==> src/fdss_consts.svh <==
`ifndef FDSS_CONSTS_SVH
`define FDSS_CONSTS_SVH

// register byte addresses
`define FDSS_ADDR_SYS_CMD 8'h06
`define FDSS_ADDR_SYS_STAT 8'h07
// system state command codes
`define FDSS_CMD_READY 8'h01
`define FDSS_CMD_ACTIVE 8'h02
`define FDSS_SYS_CMD_RESET 8'h01
// spread mode encodings
`define FDSS_MODE_OFF 2'h0
`define FDSS_MODE_CENTER 2'h1
`define FDSS_MODE_INVALID 2'h2
`define FDSS_MODE_DOWN 2'h3
// field widths
`define FDSS_CLK_NUM_W 8
`define FDSS_STEP_NUM_W 12
`define FDSS_STEP_RES_W 15
`define FDSS_OFFSET_W 32

`endif

==> src/fdss_pkg.sv <==
package fdss_pkg;
    typedef struct packed {
        logic ena;
        logic [1:0] mode;
        logic [7:0] clk_num;
        logic [11:0] step_num;
        logic [7:0] step_intg;
        logic [14:0] step_res;
        logic [14:0] step_den;
    } fdss_bank_t;

    typedef enum logic [1:0] {
        FDSS_ST_READY,
        FDSS_ST_ACTIVE
    } fdss_sys_state_t;

    typedef enum logic {
        FDSS_DIR_UP,
        FDSS_DIR_DOWN
    } fdss_dir_t;
endpackage

==> src/fdss_top.sv <==
`timescale 1ns/10ps
`default_nettype none
`include "fdss_consts.svh"

// Overview of operation
// - bank switch changes frequency only at a step boundary, never mid-clock
// - spread offset exists only on fractional divider outputs, none on integer ones
// - each fractional divider keeps main and backup profile; one active at a time
// - enable bit alone may change live; other active bank fields are held
// - spread runs only when enabled and mode is center or down
// - quarter step count spans mean frequency to the extreme
// - command register takes 0x01 for READY and 0x02 for ACTIVE
// - four independent field groups: divider 0 or 1, bank A or B
// - fractional bank select 0 picks A, 1 picks B, at the next boundary with zero offset
// - integer bank select 0 picks divide A, 1 picks divide B
module fdss_top #(
    parameter int NUM_DIV = 2,
    parameter int INT_W = 8
) (
    // clock, reset, enable
    input wire logic clk_i,
    input wire logic reset_n_i,
    input wire logic clk_en_i,
    // register port
    input wire logic reg_wr_i,
    input wire logic [7:0] reg_addr_i,
    input wire logic [7:0] reg_wdata_i,
    output logic [7:0] reg_rdata_o,
    // bank field groups, index = divider*2 + bank
    input wire fdss_pkg::fdss_bank_t bank_cfg_i [2*NUM_DIV],
    input wire logic [NUM_DIV-1:0] frequency_select_i,
    input wire logic [NUM_DIV-1:0] input_clk_ok_i,
    // integer divider bank values
    input wire logic int_frequency_select_i,
    input wire logic [INT_W-1:0] int_div_a_i,
    input wire logic [INT_W-1:0] int_div_b_i,
    // divider outputs
    output logic [NUM_DIV-1:0] active_bank_o,
    output logic [NUM_DIV-1:0] spread_on_o,
    output logic [`FDSS_OFFSET_W-1:0] frac_offset_o [NUM_DIV],
    output logic [INT_W-1:0] int_div_o,
    output logic active_o
);

    // ------------------------------------------------------------
    // pin synchronisers
    // ------------------------------------------------------------
    logic [NUM_DIV-1:0] fs_meta, fs_sync, ok_meta, ok_sync;
    logic int_fs_meta, int_fs_sync;
    logic [NUM_DIV-1:0] next_fs_sync, next_ok_sync;
    logic next_int_fs_sync;

    always_comb begin
        next_fs_sync = fs_meta;
        next_ok_sync = ok_meta;
        next_int_fs_sync = int_fs_meta;
    end

    always_ff @(posedge clk_i or negedge reset_n_i) begin
        if (!reset_n_i) begin
            fs_meta <= '0;
            fs_sync <= '0;
            ok_meta <= '0;
            ok_sync <= '0;
            int_fs_meta <= 1'b0;
            int_fs_sync <= 1'b0;
        end else if (clk_en_i) begin
            fs_meta <= frequency_select_i;
            fs_sync <= next_fs_sync;
            ok_meta <= input_clk_ok_i;
            ok_sync <= next_ok_sync;
            int_fs_meta <= int_frequency_select_i;
            int_fs_sync <= next_int_fs_sync;
        end
    end

    // ------------------------------------------------------------
    // system state command
    // ------------------------------------------------------------
    logic [7:0] system_state_command, next_cmd;
    fdss_pkg::fdss_sys_state_t sys_state, next_sys_state;
    logic [7:0] next_rdata;
    logic next_active;

    always_comb begin
        next_cmd = system_state_command;
        next_sys_state = sys_state;
        if (reg_wr_i && reg_addr_i == `FDSS_ADDR_SYS_CMD) begin
            next_cmd = reg_wdata_i;
            if (reg_wdata_i == `FDSS_CMD_READY) begin
                next_sys_state = fdss_pkg::FDSS_ST_READY;
            end else if (reg_wdata_i == `FDSS_CMD_ACTIVE) begin
                next_sys_state = fdss_pkg::FDSS_ST_ACTIVE;
            end
        end
        case (reg_addr_i)
            `FDSS_ADDR_SYS_CMD: next_rdata = system_state_command;
            `FDSS_ADDR_SYS_STAT: next_rdata = (sys_state == fdss_pkg::FDSS_ST_ACTIVE) ?
                `FDSS_CMD_ACTIVE : `FDSS_CMD_READY;
            default: next_rdata = 8'h00;
        endcase
        next_active = (next_sys_state == fdss_pkg::FDSS_ST_ACTIVE);
    end

    always_ff @(posedge clk_i or negedge reset_n_i) begin
        if (!reset_n_i) begin
            system_state_command <= `FDSS_SYS_CMD_RESET;
            sys_state <= fdss_pkg::FDSS_ST_READY;
            reg_rdata_o <= 8'h00;
            active_o <= 1'b0;
        end else if (clk_en_i) begin
            system_state_command <= next_cmd;
            sys_state <= next_sys_state;
            reg_rdata_o <= next_rdata;
            active_o <= next_active;
        end
    end

    // ------------------------------------------------------------
    // integer divider bank select (no spread here)
    // ------------------------------------------------------------
    logic [INT_W-1:0] next_int_div;

    always_comb begin
        next_int_div = int_fs_sync ? int_div_b_i : int_div_a_i;
    end

    always_ff @(posedge clk_i or negedge reset_n_i) begin
        if (!reset_n_i) begin
            int_div_o <= '0;
        end else if (clk_en_i) begin
            int_div_o <= next_int_div;
        end
    end

    // ------------------------------------------------------------
    // fractional dividers with spread
    // ------------------------------------------------------------
    function automatic logic mode_valid(input logic [1:0] m);
        mode_valid = (m == `FDSS_MODE_CENTER) || (m == `FDSS_MODE_DOWN);
    endfunction

    genvar d;
    generate
        for (d = 0; d < NUM_DIV; d++) begin : g_div
            // held copy of the active bank; only enable tracks live
            fdss_pkg::fdss_bank_t held, next_held;
            logic sel, next_sel;
            logic [`FDSS_CLK_NUM_W-1:0] clk_cnt, next_clk_cnt;
            logic [`FDSS_STEP_NUM_W:0] step_cnt, next_step_cnt;
            logic first_leg, next_first_leg;
            logic [`FDSS_STEP_NUM_W:0] leg_len;
            logic [`FDSS_STEP_RES_W-1:0] res_acc, next_res_acc;
            logic [`FDSS_OFFSET_W-1:0] offset, next_offset;
            fdss_pkg::fdss_dir_t dir, next_dir;
            logic run, next_on;
            fdss_pkg::fdss_bank_t src;
            logic [`FDSS_STEP_RES_W:0] res_sum;
            logic [`FDSS_OFFSET_W-1:0] inc;
            logic boundary;

            always_comb begin
                src = bank_cfg_i[2*d + int'(fs_sync[d])];
                run = held.ena && mode_valid(held.mode) && active_o;
                boundary = (clk_cnt == '0);
                // center starts at the mean, so only its first leg is a quarter;
                // every later leg runs extreme to extreme, a half period
                leg_len = first_leg ? {1'b0, held.step_num} : {held.step_num, 1'b0};
                next_first_leg = first_leg;
                next_held = held;
                next_held.ena = bank_cfg_i[2*d + int'(sel)].ena;
                next_sel = sel;
                next_clk_cnt = clk_cnt;
                next_step_cnt = step_cnt;
                next_res_acc = res_acc;
                next_offset = offset;
                next_dir = dir;
                res_sum = {1'b0, res_acc} + {1'b0, held.step_res};
                inc = {{(`FDSS_OFFSET_W-8){1'b0}}, held.step_intg};
                // bank swap waits for a step boundary at zero offset
                // so the period never jumps mid-cycle
                if (fs_sync[d] != sel && (boundary || !run) && offset == '0) begin
                    next_sel = fs_sync[d];
                    next_first_leg = (src.mode == `FDSS_MODE_CENTER);
                    next_held = src;
                    next_clk_cnt = '0;
                    next_step_cnt = '0;
                    next_res_acc = '0;
                    next_dir = (src.mode == `FDSS_MODE_DOWN) ?
                        fdss_pkg::FDSS_DIR_DOWN : fdss_pkg::FDSS_DIR_UP;
                end else if (!run) begin
                    next_clk_cnt = '0;
                    next_step_cnt = '0;
                    next_res_acc = '0;
                    next_offset = '0;
                    next_first_leg = (held.mode == `FDSS_MODE_CENTER);
                    next_dir = (held.mode == `FDSS_MODE_DOWN) ?
                        fdss_pkg::FDSS_DIR_DOWN : fdss_pkg::FDSS_DIR_UP;
                end else if (boundary) begin
                    next_clk_cnt = (held.clk_num == '0) ? '0 : held.clk_num - 8'h01;
                    if (res_sum >= {1'b0, held.step_den} && held.step_den != '0) begin
                        next_res_acc = res_sum[`FDSS_STEP_RES_W-1:0] - held.step_den;
                        inc = inc + 32'h00000001;
                    end else begin
                        next_res_acc = res_sum[`FDSS_STEP_RES_W-1:0];
                    end
                    next_offset = (dir == fdss_pkg::FDSS_DIR_UP) ? offset + inc
                        : offset - inc;
                    // leg done: turn around at the extreme
                    if (step_cnt + 13'h0001 >= leg_len) begin
                        next_step_cnt = '0;
                        next_first_leg = 1'b0;
                        next_dir = (dir == fdss_pkg::FDSS_DIR_UP) ?
                            fdss_pkg::FDSS_DIR_DOWN : fdss_pkg::FDSS_DIR_UP;
                    end else begin
                        next_step_cnt = step_cnt + 13'h0001;
                    end
                end else begin
                    next_clk_cnt = clk_cnt - 8'h01;
                end
                next_on = run;
            end

            always_ff @(posedge clk_i or negedge reset_n_i) begin
                if (!reset_n_i) begin
                    held <= '0;
                    sel <= 1'b0;
                    clk_cnt <= '0;
                    step_cnt <= '0;
                    res_acc <= '0;
                    offset <= '0;
                    dir <= fdss_pkg::FDSS_DIR_UP;
                    first_leg <= 1'b0;
                    active_bank_o[d] <= 1'b0;
                    spread_on_o[d] <= 1'b0;
                    frac_offset_o[d] <= '0;
                end else if (clk_en_i) begin
                    held <= next_held;
                    sel <= next_sel;
                    clk_cnt <= next_clk_cnt;
                    step_cnt <= next_step_cnt;
                    res_acc <= next_res_acc;
                    offset <= next_offset;
                    dir <= next_dir;
                    first_leg <= next_first_leg;
                    active_bank_o[d] <= next_sel;
                    spread_on_o[d] <= next_on;
                    frac_offset_o[d] <= next_offset;
                end
            end
        end
    endgenerate

endmodule

`default_nettype wire

==> config.mk <==
export PLATFORM = sky130hd
export DESIGN_NAME = fdss_top
export DESIGN_NICKNAME = d
export VERILOG_FILES = /design/src/fdss_pkg.sv /design/src/fdss_top.sv
export VERILOG_INCLUDE_DIRS = /design/src
export SDC_FILE = /design/constraint.sdc
export NUM_CORES = 1
export LEC_CHECK = 0
export BUFFER_PORTS_ARGS = -buffer_cell sky130_fd_sc_hd__buf_2
export CORE_MARGIN = 4
export CORE_UTILIZATION = 58
export DETAILED_ROUTE_END_ITERATION = 10
export PLACE_DENSITY = 0.83
export RECOVER_POWER = 50
export REMOVE_ABC_BUFFERS = 1
export SKIP_CTS_REPAIR_TIMING = 1
export SYNTH_ARGS = -nofsm -noshare
export SYNTH_HDL_FRONTEND = slang
export SYNTH_SLANG_ARGS = --single-unit
export TNS_END_PERCENT = 10
==> constraint.sdc <==
create_clock -name clk_i -period 11.03 [get_ports clk_i]
set_clock_uncertainty 0.05 [all_clocks]
set_input_delay 1.103 -clock clk_i [delete_from_list [all_inputs] [get_ports clk_i]]
set_output_delay 1.103 -clock clk_i [all_outputs]
set_load 0.02 [all_outputs]
==> impl_metrics.json <==
{
  "status": "finished with violations",
  "violations": "capacitance limit, slew limit",
  "grt_max_degree": 122,
  "clock_latency_ns": 0.55,
  "worst_slew_pin_slew_ns": 5.095,
  "hold_class": "reg -> reg",
  "leakagePower_nw": 12.30,
  "yosys_warnings": 0,
  "drive_above_1_share": 0.1494,
  "ys_seq_area_frac": 0.3453,
  "critPathRequiredTime_ns": 11.44,
  "yosysTopAreaCellShare": 0.3441,
  "hold_end": "reg_rdata_o[2]$_DFFE_PN0P_",
  "drc": 0,
  "vdd_drop_max_uv": 121.3,
  "synth.avg_cell_area_sq_um": 8.722,
  "slew_headroom": -2.397,
  "cts_buffer_depth": 3,
  "worstReg2RegStart": "g_div[1].held[15]$_DFFE_PN0P_",
  "clock_sinks": 299,
  "design_area_sq_um": 24850,
  "start_util": 0.5906,
  "slowest_stage": "a2111oi_0",
  "die_h_microns": 201.3,
  "setup_viol": 0,
  "worstHoldPathCells": 2,
  "synth_edf_count": 0,
  "grt_util_all_layers": 0.2749,
  "grt_pass1_vias": 19450,
  "drv_slew": 391,
  "start_kind": "register",
  "die_area_sq_um": 40520,
  "slowest_delay_ns": 0.81,
  "finalCritPeriodShare": 0.8588,
  "yosysUniqueCellTypes": 83,
  "antenna_found_initial": 3,
  "yosys-top-cells-area": "dfrtp_1, ha_1, mux2i_1, o21ai_0, nand2_1",
  "synth_cells": 2485,
  "path_max_fanout": 29,
  "clockRootBuffer": "clkbuf_16",
  "drtIter0Drc": 1202,
  "async_flop_share": 1.000,
  "ctsHtreeMaxLevel": 2,
  "placed_cell_area_sq_um": 23800,
  "ant_nets": 0,
  "clk_pin_slew_ns": 0.06,
  "r2r_cells": 36,
  "worst_r2r_endpoint": "g_div[1].offset[31]$_DFFE_PN0P_",
  "hp-start": "system_state_command[2]$_DFFE_PN0P_",
  "via_per_inst": 5.928,
  "dp_hpwl_mm": 42.50,
  "core_region_area_sq_um": 36700,
  "syn_area_sq_um": 21670,
  "path_class": "reg -> reg",
  "port_buffers": 367,
  "wl_per_cell_microns": 17.37,
  "fp-row-count": 70,
  "final_cell_mix": "nand2_1, o21ai_0, buf_2",
  "cts_made_buffers": 36,
  "first_pass_iters": 6,
  "grt_pass1_wl_mm": 94.68,
  "cp-end-kind": "register",
  "fin_crit_ns": 9.473,
  "wl_mm": 57.14,
  "place.gp.congestion": 0.9366,
  "fmax_mhz": 105.6,
  "num_vias": 19500,
  "nNetsFinal": 3257,
  "die_w_microns": 201.3,
  "postLayoutCoreUtil": 0.6772,
  "maxCapViolations": 5,
  "path_common_cell": "ha_1",
  "gr-total-overflow": 0,
  "io_pins": 370,
  "hold_viol_final": 0,
  "cts_tree": "done",
  "area_growth_pct": 14.66,
  "ff2ff_setup_slack_ns": 1.56,
  "rsz0062_at_grt": "no",
  "synth_ff_type": "dfrtp_1",
  "crit_family": "compound AO/OA/AOI/OAI gates",
  "layout_commonest_cell": "nand2_1",
  "ys_seq_elements": 299,
  "crit_arrival_ns": 9.89,
  "path_buf_inv": 2,
  "synth_top_area_cell": "dfrtp_1",
  "p_per_area_nw_per_um2": 233.8,
  "fin_setup_tns_ns": 0
}
-- metal layers --
metal,global-route usage,wire (microns)
met5,0,0
met4,0.1082,2001
met3,0.03787,2979
met2,0.4666,27400
met1,0.3584,24760
-- worst max path at each step --
stage,start,to,slack [ns],depth (start not counted)
CTS,g_div[1].held[15]$_DFFE_PN0P_,g_div[1].offset[31]$_DFFE_PN0P_,1.72,36
global route,g_div[1].held[15]$_DFFE_PN0P_,g_div[1].offset[31]$_DFFE_PN0P_,0.87,36
finish,g_div[1].held[15]$_DFFE_PN0P_,g_div[1].offset[31]$_DFFE_PN0P_,1.56,36
detailed placement,g_div[1].held[15]$_DFFE_PN0P_,g_div[1].offset[31]$_DFFE_PN0P_,1.82,36
floorplan,g_div[0].held[15]$_DFFE_PN0P_,g_div[0].offset[31]$_DFFE_PN0P_,2.06,32
global placement,g_div[1].held[15]$_DFFE_PN0P_,g_div[1].offset[31]$_DFFE_PN0P_,2.12,36
-- cells in the mapped netlist, types with 10 or more instances --
cell type,n
xor2_1,72
nand2b_1,31
or3_1,15
xnor2_1,93
o21ai_0,306
nor3_1,47
o21a_1,29
mux2_2,26
a21o_1,45
clkbuf_1,94
and3_1,23
buf_1,12
nand4_1,20
inv_1,106
a31oi_1,11
nand3_1,47
a21oi_1,130
a211oi_1,11
o21bai_1,16
o41ai_1,10
o31ai_1,15
nor2_1,132
nand2_1,330
o22ai_1,18
dfrtp_1,298
nor2b_1,22
ha_1,174
and2_1,13
mux2i_1,167
nor4_1,34
-- metrics by stage --
stage | setup WS [ns] | hold WS (ns) | instances | total power (W)
after floorplan | 2.064 | 0.3908 | 2375 | 0.003895
after global placement | 2.116 | 0.4068 | 3222 | 0.004473
after detailed placement | 1.822 | 0.4307 | 3222 | 0.004612
after CTS | 1.717 | 0.4328 | 3286 | 0.005805
after global routing | 0.8683 | 0.4700 | 3289 | 0.006315
final | 1.557 | 0.4363 | 3290 | 0.005809
-- where the power goes --
part           switching, W  leakage, nW  internal [W]  total [W]
registers          0.000279         3.93       0.00133    0.00161
clock network      0.000467        0.566      0.000684    0.00115
logic               0.00175         7.80       0.00130    0.00305
-- cell type report --
class                           count  area (sq um)
Antenna cell                        4         10.01
Clock buffer                       58          1105
Clock inverter                      6         37.54
Fill cell                        2990         11850
Inverter                          106         397.9
Multi-Input combinational cell   1970         13390
Sequential cell                   299          7491
Tap cell                          468         585.6
Timing Repair Buffer              379          1831
-- kinds of logic (layout without fill, tap and decap cells) --
kind of cell	count (synthesis)	after routing	synth area share
AOI/OAI and AO/OA	677	677	0.1900
xor gates and xnor gates	165	165	0.06668
adders and majority gates	180	180	0.1060
buffers and inverters	216	549	0.03816
DFF	299	299	0.3453
muxes	194	194	0.09168
other	0	4	0
and+or+nand+nor	754	754	0.1622
-- flip-flops by register name, indices dropped and copies added, names as in the netlist --
register	cells
g_div.step_cnt	26
g_div.offset	64
system_state_command	8
g_div.clk_cnt	16
g_div.res_acc	30
reg_rdata_o	8
int_div_o	8
fs_meta	2
g_div.first_leg	2
g_div.dir	2
spread_on_o	2
g_div.sel	2
sys_state	2
int_fs_sync	1
active_o	1
fs_sync	2
int_fs_meta	1
g_div.held	122
-- tightest hold or removal path, delay by kind of cell, from the launching register on --
family | cells | cell delay, ns
DFF | 1 | 0.34
AOI/OAI and AO/OA | 1 | 0.06
and+or+nand+nor | 1 | 0.05
Note: power is estimated with default switching activity, not from simulation.
